**src/inc/txpie_pkg.sv**
```systemverilog
// ===========================================================
// transmit path interrupt enable: shared constants
package txpie_pkg;

	// register byte addresses on the slave bus
	localparam int unsigned  TXPIE_ADDR_W      = 12;
	localparam logic [11:0]  TXPIE_OFF_STATUS  = 12'h248;
	localparam logic [11:0]  TXPIE_OFF_ENABLE  = 12'h24C;
	localparam logic [11:0]  TXPIE_OFF_FLUSH   = 12'h300;

	// route masks over the twenty status/enable bits
	localparam logic [19:0]  TXPIE_ROUTE_ONE   = 20'hF0000;
	localparam logic [19:0]  TXPIE_ROUTE_ZERO  = 20'h0FFFF;

	// lowest bit of each four-bit field
	localparam int unsigned  TXPIE_POS_DBC_LO  = 16;
	localparam int unsigned  TXPIE_POS_HDR_LO  = 12;
	localparam int unsigned  TXPIE_POS_FLS_HI  = 8;
	localparam int unsigned  TXPIE_POS_DBC_HI  = 4;
	localparam int unsigned  TXPIE_POS_HDR_HI  = 0;

	// values after reset
	localparam logic [19:0]  TXPIE_RST_STATUS  = 20'h00000;
	localparam logic [19:0]  TXPIE_RST_ENABLE  = 20'h00000;
	localparam logic [3:0]   TXPIE_RST_FLUSH   = 4'h0;

	// bus answers
	localparam logic [1:0]   TXPIE_RESP_OKAY   = 2'h0;
	localparam logic [31:0]  TXPIE_RD_ZERO     = 32'h00000000;

endpackage

```
**src/inc/txpie_reg_if.sv**
```systemverilog
// ===========================================================
// register strobes between bus slave and register file
interface txpie_reg_if;
	logic        wr_en;
	logic [11:0] wr_addr;
	logic [31:0] wr_data;
	logic [3:0]  wr_strb;
	logic        rd_en;
	logic [11:0] rd_addr;
	logic [31:0] rd_data;

	modport bus
	(
		output wr_en, wr_addr, wr_data, wr_strb, rd_en, rd_addr,
		input  rd_data
	);

	modport regs
	(
		input  wr_en, wr_addr, wr_data, wr_strb, rd_en, rd_addr,
		output rd_data
	);
endinterface

```
**src/design/txpie_axil_slave.sv**
```systemverilog
// ===========================================================
// axi4-lite slave front end, one write and one read in flight
module txpie_axil_slave
(
	input  wire logic        aclk,
	input  wire logic        aresetn,
	input  wire logic [11:0] awaddr,
	input  wire logic        awvalid,
	output wire logic        awready,
	input  wire logic [31:0] wdata,
	input  wire logic [3:0]  wstrb,
	input  wire logic        wvalid,
	output wire logic        wready,
	output wire logic        bvalid,
	input  wire logic        bready,
	input  wire logic [11:0] araddr,
	input  wire logic        arvalid,
	output wire logic        arready,
	output wire logic [31:0] rdata,
	output wire logic        rvalid,
	input  wire logic        rready,
	txpie_reg_if.bus         rif
);
	logic        awready_r;
	logic        wready_r;
	logic        aw_held_r;
	logic        w_held_r;
	logic        bvalid_r;
	logic        arready_r;
	logic        rvalid_r;
	logic [11:0] awaddr_r;
	logic [31:0] wdata_r;
	logic [3:0]  wstrb_r;
	logic [31:0] rdata_r;

	wire aw_hs  = awvalid && awready_r;
	wire w_hs   = wvalid && wready_r;
	wire b_hs   = bvalid_r && bready;
	wire ar_hs  = arvalid && arready_r;
	wire r_hs   = rvalid_r && rready;
	// commit waits for the previous response to drain
	wire commit = aw_held_r && w_held_r && !bvalid_r;

	// ===========================================================
	// write channels
	always_ff @(posedge aclk)
	begin
		if (!aresetn)
		begin
			awready_r <= 1'b1;
			aw_held_r <= 1'b0;
			awaddr_r  <= 12'h000;
		end
		else if (aw_hs)
		begin
			awready_r <= 1'b0;
			aw_held_r <= 1'b1;
			awaddr_r  <= awaddr;
		end
		else if (commit)
		begin
			awready_r <= 1'b1;
			aw_held_r <= 1'b0;
		end
	end

	always_ff @(posedge aclk)
	begin
		if (!aresetn)
		begin
			wready_r <= 1'b1;
			w_held_r <= 1'b0;
			wdata_r  <= 32'h00000000;
			wstrb_r  <= 4'h0;
		end
		else if (w_hs)
		begin
			wready_r <= 1'b0;
			w_held_r <= 1'b1;
			wdata_r  <= wdata;
			wstrb_r  <= wstrb;
		end
		else if (commit)
		begin
			wready_r <= 1'b1;
			w_held_r <= 1'b0;
		end
	end

	always_ff @(posedge aclk)
	begin
		if (!aresetn)
			bvalid_r <= 1'b0;
		else if (commit)
			bvalid_r <= 1'b1;
		else if (b_hs)
			bvalid_r <= 1'b0;
	end

	// ===========================================================
	// read channels
	always_ff @(posedge aclk)
	begin
		if (!aresetn)
		begin
			arready_r <= 1'b1;
			rvalid_r  <= 1'b0;
			rdata_r   <= 32'h00000000;
		end
		else if (ar_hs)
		begin
			arready_r <= 1'b0;
			rvalid_r  <= 1'b1;
			rdata_r   <= rif.rd_data;
		end
		else if (r_hs)
		begin
			arready_r <= 1'b1;
			rvalid_r  <= 1'b0;
		end
	end

	assign rif.wr_en   = commit;
	assign rif.wr_addr = awaddr_r;
	assign rif.wr_data = wdata_r;
	assign rif.wr_strb = wstrb_r;
	assign rif.rd_en   = ar_hs;
	assign rif.rd_addr = araddr;
	assign awready     = awready_r;
	assign wready      = wready_r;
	assign bvalid      = bvalid_r;
	assign arready     = arready_r;
	assign rvalid      = rvalid_r;
	assign rdata       = rdata_r;
endmodule

```
**src/design/txpie_top.sv**
```systemverilog
// What this block does
// - enables 19:16 route continuity errors of buffers 0-3 to summary one.
// - enables 15:12 route header errors of buffers 0-3 to summary zero.
// - enables 11:8 route flush events of buffers 4-7 to summary zero.
// - enables 7:4 route continuity errors of buffers 4-7 to summary zero.
// - enables 3:0 route header errors of buffers 4-7 to summary zero.
// - a cleared enable hides its status bit; status still sets.
// - all twenty enables are read/write and reset to zero.
// - detected transmit path errors set the matching status bits.
// - flush status sets only when that buffer's flush-on-error is on.
//
// Chosen here: register access over AXI4-Lite.
module txpie_top
(
	input  wire logic        aclk,
	input  wire logic        aresetn,
	input  wire logic [11:0] s_axil_awaddr,
	input  wire logic        s_axil_awvalid,
	output wire logic        s_axil_awready,
	input  wire logic [31:0] s_axil_wdata,
	input  wire logic [3:0]  s_axil_wstrb,
	input  wire logic        s_axil_wvalid,
	output wire logic        s_axil_wready,
	output wire logic [1:0]  s_axil_bresp,
	output wire logic        s_axil_bvalid,
	input  wire logic        s_axil_bready,
	input  wire logic [11:0] s_axil_araddr,
	input  wire logic        s_axil_arvalid,
	output wire logic        s_axil_arready,
	output wire logic [31:0] s_axil_rdata,
	output wire logic [1:0]  s_axil_rresp,
	output wire logic        s_axil_rvalid,
	input  wire logic        s_axil_rready,
	input  wire logic [7:0]  continuity_err_evt,
	input  wire logic [7:0]  header_err_evt,
	input  wire logic [3:0]  flush_err_evt,
	output wire logic        sys_summary_tx_irq_zero,
	output wire logic        sys_summary_tx_irq_one,
	output wire logic        irq
);
	// ===========================================================
	// state
	logic [19:0] tx_path_irq_status_r;
	logic [19:0] tx_path_irq_status_nxt;
	logic [19:0] tx_path_irq_enable_r;
	logic [19:0] tx_path_irq_enable_nxt;
	logic [3:0]  flush_on_error_enable_r;
	logic [3:0]  flush_on_error_enable_nxt;
	logic        sum_zero_r;
	logic        sum_one_r;
	logic        irq_r;

	txpie_reg_if rif ();

	// ===========================================================
	// bus slave
	txpie_axil_slave u_slave
	(
		.aclk    (aclk),
		.aresetn (aresetn),
		.awaddr  (s_axil_awaddr),
		.awvalid (s_axil_awvalid),
		.awready (s_axil_awready),
		.wdata   (s_axil_wdata),
		.wstrb   (s_axil_wstrb),
		.wvalid  (s_axil_wvalid),
		.wready  (s_axil_wready),
		.bvalid  (s_axil_bvalid),
		.bready  (s_axil_bready),
		.araddr  (s_axil_araddr),
		.arvalid (s_axil_arvalid),
		.arready (s_axil_arready),
		.rdata   (s_axil_rdata),
		.rvalid  (s_axil_rvalid),
		.rready  (s_axil_rready),
		.rif     (rif)
	);

	assign s_axil_bresp = txpie_pkg::TXPIE_RESP_OKAY;
	assign s_axil_rresp = txpie_pkg::TXPIE_RESP_OKAY;

	// ===========================================================
	// address decode and byte lanes
	wire wr_status = rif.wr_en
		&& rif.wr_addr == txpie_pkg::TXPIE_OFF_STATUS;
	wire wr_enable = rif.wr_en
		&& rif.wr_addr == txpie_pkg::TXPIE_OFF_ENABLE;
	wire wr_flush  = rif.wr_en
		&& rif.wr_addr == txpie_pkg::TXPIE_OFF_FLUSH;

	wire [31:0] wmask = {{8{rif.wr_strb[3]}}, {8{rif.wr_strb[2]}},
		{8{rif.wr_strb[1]}}, {8{rif.wr_strb[0]}}};
	wire [31:0] wbits = rif.wr_data & wmask;

	// ===========================================================
	// status: events set, write one clears, set wins
	wire [3:0]  flush_qual = flush_err_evt & flush_on_error_enable_r;
	wire [19:0] evt_set = {
		continuity_err_evt[0], continuity_err_evt[1],
		continuity_err_evt[2], continuity_err_evt[3],
		header_err_evt[0], header_err_evt[1],
		header_err_evt[2], header_err_evt[3],
		flush_qual[0], flush_qual[1], flush_qual[2], flush_qual[3],
		continuity_err_evt[4], continuity_err_evt[5],
		continuity_err_evt[6], continuity_err_evt[7],
		header_err_evt[4], header_err_evt[5],
		header_err_evt[6], header_err_evt[7]};
	wire [19:0] status_clr = wr_status ? wbits[19:0] : 20'h00000;

	// status sets regardless of its enable
	assign tx_path_irq_status_nxt =
		(tx_path_irq_status_r & ~status_clr) | evt_set;

	assign tx_path_irq_enable_nxt = wr_enable
		? (tx_path_irq_enable_r & ~wmask[19:0]) | wbits[19:0]
		: tx_path_irq_enable_r;

	assign flush_on_error_enable_nxt = wr_flush
		? (flush_on_error_enable_r & ~wmask[3:0]) | wbits[3:0]
		: flush_on_error_enable_r;

	// ===========================================================
	// routing onto the two summaries
	wire [19:0] gated = tx_path_irq_status_r & tx_path_irq_enable_r;
	wire [19:0] route_one  = gated & txpie_pkg::TXPIE_ROUTE_ONE;
	// header, flush and upper continuity fields share summary zero
	wire [19:0] route_zero = gated & txpie_pkg::TXPIE_ROUTE_ZERO;
	wire        sum_one_nxt  = |route_one;
	wire        sum_zero_nxt = |route_zero;

	// ===========================================================
	// read mux, unmapped addresses read zero
	assign rif.rd_data =
		(rif.rd_addr == txpie_pkg::TXPIE_OFF_STATUS)
			? {12'h000, tx_path_irq_status_r} :
		(rif.rd_addr == txpie_pkg::TXPIE_OFF_ENABLE)
			? {12'h000, tx_path_irq_enable_r} :
		(rif.rd_addr == txpie_pkg::TXPIE_OFF_FLUSH)
			? {28'h0000000, flush_on_error_enable_r} :
		txpie_pkg::TXPIE_RD_ZERO;

	// ===========================================================
	// registers
	always_ff @(posedge aclk)
	begin
		if (!aresetn)
		begin
			tx_path_irq_status_r    <= txpie_pkg::TXPIE_RST_STATUS;
			tx_path_irq_enable_r    <= txpie_pkg::TXPIE_RST_ENABLE;
			flush_on_error_enable_r <= txpie_pkg::TXPIE_RST_FLUSH;
		end
		else
		begin
			tx_path_irq_status_r    <= tx_path_irq_status_nxt;
			tx_path_irq_enable_r    <= tx_path_irq_enable_nxt;
			flush_on_error_enable_r <= flush_on_error_enable_nxt;
		end
	end

	// summaries re-evaluated every edge, one cycle behind status
	always_ff @(posedge aclk)
	begin
		if (!aresetn)
		begin
			sum_zero_r <= 1'b0;
			sum_one_r  <= 1'b0;
			irq_r      <= 1'b0;
		end
		else
		begin
			sum_zero_r <= sum_zero_nxt;
			sum_one_r  <= sum_one_nxt;
			irq_r      <= sum_zero_nxt | sum_one_nxt;
		end
	end

	assign sys_summary_tx_irq_zero = sum_zero_r;
	assign sys_summary_tx_irq_one  = sum_one_r;
	assign irq                     = irq_r;

	wire [3:0] g_dbc_lo = gated[txpie_pkg::TXPIE_POS_DBC_LO +: 4];
	wire [3:0] g_hdr_lo = gated[txpie_pkg::TXPIE_POS_HDR_LO +: 4];
	wire [3:0] g_fls_hi = gated[txpie_pkg::TXPIE_POS_FLS_HI +: 4];
	wire [3:0] g_dbc_hi = gated[txpie_pkg::TXPIE_POS_DBC_HI +: 4];
	wire [3:0] g_hdr_hi = gated[txpie_pkg::TXPIE_POS_HDR_HI +: 4];
endmodule

```
**config.mk**
```make
export PLATFORM = sky130hd
export DESIGN_NAME = txpie_top
export DESIGN_NICKNAME = d
export VERILOG_FILES = /design/src/inc/txpie_pkg.sv /design/src/inc/txpie_reg_if.sv /design/src/design/txpie_axil_slave.sv /design/src/design/txpie_top.sv
export SDC_FILE = /design/constraint.sdc
export NUM_CORES = 1
export LEC_CHECK = 0
export ABC_AREA = 0
export ABC_CLOCK_PERIOD_IN_PS = 2200
export BUFFER_PORTS_ARGS = -buffer_cell sky130_fd_sc_hd__buf_4
export CORE_ASPECT_RATIO = 1.75
export CORE_MARGIN = 4
export CORE_UTILIZATION = 30
export DETAILED_ROUTE_END_ITERATION = 8
export PLACE_DENSITY_LB_ADDON = 0.3
export SLEW_MARGIN = 0
export SYNTH_ARGS = -nofsm -noshare
export SYNTH_HDL_FRONTEND = slang
export SYNTH_SLANG_ARGS = --single-unit
export TNS_END_PERCENT = 100
```
**constraint.sdc**
```tcl
create_clock -name aclk -period 2.2 [get_ports aclk]
set_input_delay 0.22 -clock aclk [delete_from_list [all_inputs] [get_ports aclk]]
set_output_delay 0.22 -clock aclk [all_outputs]
set_load 0.02 [all_outputs]
```
* Word level (Yosys, flattened, before mapping)
Index checks and enable logic that the tools add are counted.
Operators by class: equal/unequal tests 6, multiplexer cells 16, bitwise operators 13, reductions and logical operators 17
Operators with widths (count):
- $and A20 B20 Y20 | 4
- $eq A12 B10 Y1 const B | 6
- $mux W20 | 3
- $not A20 Y20 | 2
- $or A20 B20 Y20 | 2
- $reduce_or A16 Y1 | 1
- $mux W1 | 12
- $logic_and A1 B1 Y1 | 10
- $and A4 B4 Y4 | 2
- $reduce_bool A2 Y1 | 4
- $mux W4 | 1
- $not A4 Y4 | 1
- $or A4 B4 Y4 | 1
- $reduce_or A4 Y1 | 1
- $logic_not A1 Y1 | 1
- $or A1 B1 Y1 | 1
Word-level totals: flip-flop bits (word level) 121, input port bits 87, output and inout port bits 44, logic and storage cells 69

* Logic depth before layout (Yosys ltp)
word-level depth 7, mapped depth 6

* Modules after synthesis
Synthesis repeated with hierarchy kept, for this count alone.
Unflattened totals: cells, all modules 649, area total of the unflattened synthesis 5835.6 um^2
Modules (own cells, without submodules):
- txpie_axil_slave | instances 1, cells each 406, area each 3562.2 um^2, seq. area each 1741.7 um^2
- txpie_top | instances 1, cells each 243, area each 2273.4 um^2, seq. area each 940.9 um^2

* Worst setup path after synthesis
OpenSTA, ideal clock, no wires.
path kind register to register, from register u_slave.bvalid_r, in the netlist u_slave.bvalid, to register tx_path_irq_status_r[16], library setup time 138 ps, arrival 1495 ps, setup slack 567 ps, stages on the path, launching flop included 6, buffers on the path 1, path through dfxtp_1 > and3b_1 > clkbuf_1 > nand2_2 > nor4_1 > a31oi_1
On the way: word-level cells in the longest chain between the ends 7
Ends and longest elaborated chain:
- from (decl) | line txpie_axil_slave.sv:28 | logic bvalid_r;
- from (signal assigned) | line txpie_axil_slave.sv:93 | bvalid_r <= 1'b0;
- from (signal assigned) | line txpie_axil_slave.sv:95 | bvalid_r <= 1'b1;
- from (signal assigned) | line txpie_axil_slave.sv:97 | bvalid_r <= 1'b0;
- $logic_not A1 Y1 | line txpie_axil_slave.sv:42 | wire commit = aw_held_r && w_held_r && !bvalid_r;
- $logic_and A1 B1 Y1 | line txpie_axil_slave.sv:42
- $logic_and A1 B1 Y1 | line txpie_top.sv:85 | && rif.wr_addr == txpie_pkg::TXPIE_OFF_STATUS;
- $mux W20 | line txpie_top.sv:108 | wire [19:0] status_clr = wr_status ? wbits[19:0] : 20'h00000;
- $not A20 Y20 | line txpie_top.sv:112 | (tx_path_irq_status_r & ~status_clr) | evt_set;
- $and A20 B20 Y20 | line txpie_top.sv:112
- $or A20 B20 Y20 | line txpie_top.sv:112
- to (signal assigned) | line txpie_top.sv:148 | tx_path_irq_status_r <= txpie_pkg::TXPIE_RST_STATUS;
- to (signal assigned) | line txpie_top.sv:154 | tx_path_irq_status_r <= tx_path_irq_status_nxt;
- to (decl) | line txpie_top.sv:43 | logic [19:0] tx_path_irq_status_r;
No other way between the ends. A chain may end at the register's enable or synchronous reset.

* Worst setup path in the final report
from register u_slave.awaddr_r[5], in the netlist u_slave.rif.wr_addr[5], to register tx_path_irq_status_r[8]
On the way: word-level cells in the longest chain between the ends 6
Ends and longest elaborated chain:
- from (decl) | line txpie_axil_slave.sv:31 | logic [11:0] awaddr_r;
- from (signal assigned) | line txpie_axil_slave.sv:58 | awaddr_r <= awaddr;
- $eq A12 B10 Y1 | line txpie_top.sv:85
- $logic_and A1 B1 Y1 | line txpie_top.sv:85
- $mux W20 | line txpie_top.sv:108
- $not A20 Y20 | line txpie_top.sv:112
- $and A20 B20 Y20 | line txpie_top.sv:112
- $or A20 B20 Y20 | line txpie_top.sv:112
No other way between the ends.

==> impl_metrics.json <==
{
  "status": "complete, no violations",
  "max_cap_violations": 0,
  "cts_tree": "yes",
  "start_util_pct": 30.54,
  "finalHoldViolCount": 0,
  "slew_headroom_pct": 45.86,
  "area_growth_pct": 25.43,
  "synthCells": 535,
  "critical_path_depth": 4,
  "fmax_mhz": 569.2,
  "antenna_found_initial": 0,
  "first_pass_iters": 5,
  "core_um2": 14840,
  "leakage_nw": 2.223,
  "fillers": 1487,
  "synth.avg_cell_area_um2": 8.471,
  "vias_per_cell": 5.054,
  "end_kind": "register",
  "layout-drive-gt1-share_pct": 22.40,
  "h-tree-depth": 3,
  "rsz0062_at_grt": "false",
  "tns_ns": 0,
  "rows": 59,
  "cts_made_buffers": 9,
  "cts_hold_repair.buffers": 0,
  "whs_path_depth": 3,
  "post-cts-setup-buffers": 0,
  "synth-seq-cells": 109,
  "hp-class": "input pin to register",
  "avgRoutedWirePerCell_um": 15.67,
  "clk_pin_slew_ns": 0.07,
  "path_buf_inv": 0,
  "max_stage_delay_ns": 0.55,
  "drt_iter0_markers": 150,
  "stdcell_count": 808,
  "r2r_cells": 4,
  "cp-start-kind": "register",
  "clock-sinks": 109,
  "clock_latency_ns": 0.35,
  "drt-total-wl_mm": 12.66,
  "irDropWorstVdd_v": 0.0003914,
  "overflow": 0,
  "power-per-cell-area_nw_per_um2": 750.4,
  "slowest_stage": "nor4_4",
  "place_inst": 792,
  "period_needed_ns": 1.757,
  "clk_path_buf_depth": 2,
  "setup_viol": 0,
  "cts_root_buf": "clkbuf_16",
  "yosys_warnings": 0,
  "synth_seq_area_share_pct": 48.15,
  "route.detailed.drc": 0,
  "fp.dieW_um": 100.9,
  "final_nets": 707,
  "diodes": 0,
  "die_h_um": 170.6,
  "slew_violations": 0,
  "crit_fanout": 8,
  "worst_pin_slew_ns": 0.8101,
  "fin_skew_ns": 0.01058,
  "grt_usage_pct": 14.55,
  "synth_area_um2": 4532,
  "io_pins": 131,
  "fin_crit_sh_pct": 79.86,
  "grt_first_pass_wirelength_mm": 19.87,
  "required_ns": 2.40,
  "via_count": 4084,
  "io_buffers": 101,
  "antenna_left": 0,
  "grt_max_degree": 43,
  "cp.arrival_ns": 1.96,
  "synth.distinct_cells": 34,
  "path_cells": "nor4b_4 > nand2_2 > nor4_4 > a311oi_1",
  "gp_congestion": 0.8273,
  "detailed_place_hpwl_mm": 9.791,
  "die_area_um2": 17210,
  "cp_top_family": "simple AND/OR/NAND/NOR gates",
  "path_class": "register to register",
  "grt_pass1_vias": 3928,
  "cts_resized": 0
}
where the power goes:
group	internal, mW	leakage, nW	switching [mW]
clock network	0.878	0.151	0.734
logic	0.218	1.18	0.286
registers	2.07	0.894	0.0802
cells by family (layout without fill, tap and decap cells):
| logic type | after synthesis | in the layout | share of synthesized area, % |
|---|---|---|---|
| AOI/OAI and AO/OA | 192 | 192 | 25.10 |
| buffers and inverters | 69 | 144 | 7.565 |
| DFF | 109 | 109 | 48.15 |
| other | 1 | 16 | 0.08275 |
| and+or+nand+nor | 164 | 164 | 19.11 |
per-layer routing:
metal,GRT usage (%),part of all wire [%],vias up
li1,-,-,2055
met1,16.27,39,1883
met2,26.48,53,127
met3,2.938,6.1,19
met4,5.845,2.4,0
met5,0,0,-
worst register-to-register path: cells and delay by family (launching register included):
| kind | cells | cell delay, ns |
|---|---|---|
| DFF | 1 | 0.33 |
| and+or+nand+nor | 3 | 1.10 |
| AOI/OAI and AO/OA | 1 | 0.18 |
path summary, 6_finish.rpt:
check                    startpoint                       to  slack, ns
max reg2reg  u_slave.rif.wr_addr[5]  tx_path_irq_status_r[8]       0.44
max          u_slave.rif.wr_addr[5]  tx_path_irq_status_r[8]       0.44
min reg2reg  u_slave.rif.wr_data[7]  tx_path_irq_status_r[7]       0.47
min                s_axil_awaddr[0]   u_slave.rif.wr_addr[0]       0.11
cells in the mapped netlist, drive strengths merged:
master	count	area, µm²
dfxtp	109	2182
nand2	83	314.1
a21oi	73	365.4
o21ai	64	320.3
clkbuf	27	101.4
nand3	25	125.1
a221oi	24	210.2
buf	24	173.9
nor2	23	86.33
inv	18	67.56
a31oi	17	106.4
and2	6	37.54
nor4	6	112.6
a211oi	4	50.05
a22o	4	35.03
a311oi	4	35.03
or4bb	4	45.04
nand3b	3	22.52
a22oi	2	15.01
and3b	2	17.52
and4	2	17.52
nand2b	2	12.51
nor4b	2	32.53
or3	2	12.51
or3b	2	17.52
and3	1	6.260
conb	1	3.750
nand4	1	6.260
metrics by stage:
stage / utilization, % / hold WS (ns) / setup slack (ns) / power, mW / area, µm²
4_1_cts: 38.31 / 0.1082 / 0.4300 / 4.311 / 5684
6_report: 38.31 / 0.1133 / 0.4430 / 4.265 / 5684
5_1_grt: 38.31 / 0.1058 / 0.3049 / 4.457 / 5684
3_3_place_gp: 36.26 / 0.4506 / 0.3946 / 2.694 / 5380
3_5_place_dp: 36.26 / 0.4682 / 0.3704 / 2.706 / 5380
2_1_floorplan: - / 0.3560 / 0.5669 / 2.483 / 4588
layout make-up:
cell class,instances,area [µm²],share of cell area (%)
Clock inverter,4,37.54,0.6604
Multi-Input combinational cell,372,2063,36.30
Timing Repair Buffer,110,838.3,14.75
Clock buffer,12,266.5,4.689
Inverter,18,67.56,1.189
Sequential cell,109,2182,38.39
Tap cell,183,229.0,4.028
placed cells by master (no fill, tap or decap), types with 5 or more instances in the layout:
cell type / n
clkbuf_16: 9
conb_1: 16
and2_1: 6
a31oi_1: 17
inv_1: 17
dfxtp_1: 109
o21ai_0: 64
nand2_1: 82
nor4_4: 5
buf_4: 109
a221oi_1: 24
a21oi_1: 73
nor2_1: 23
nand3_1: 25
No activity file was read; power rests on OpenSTA's default activity.
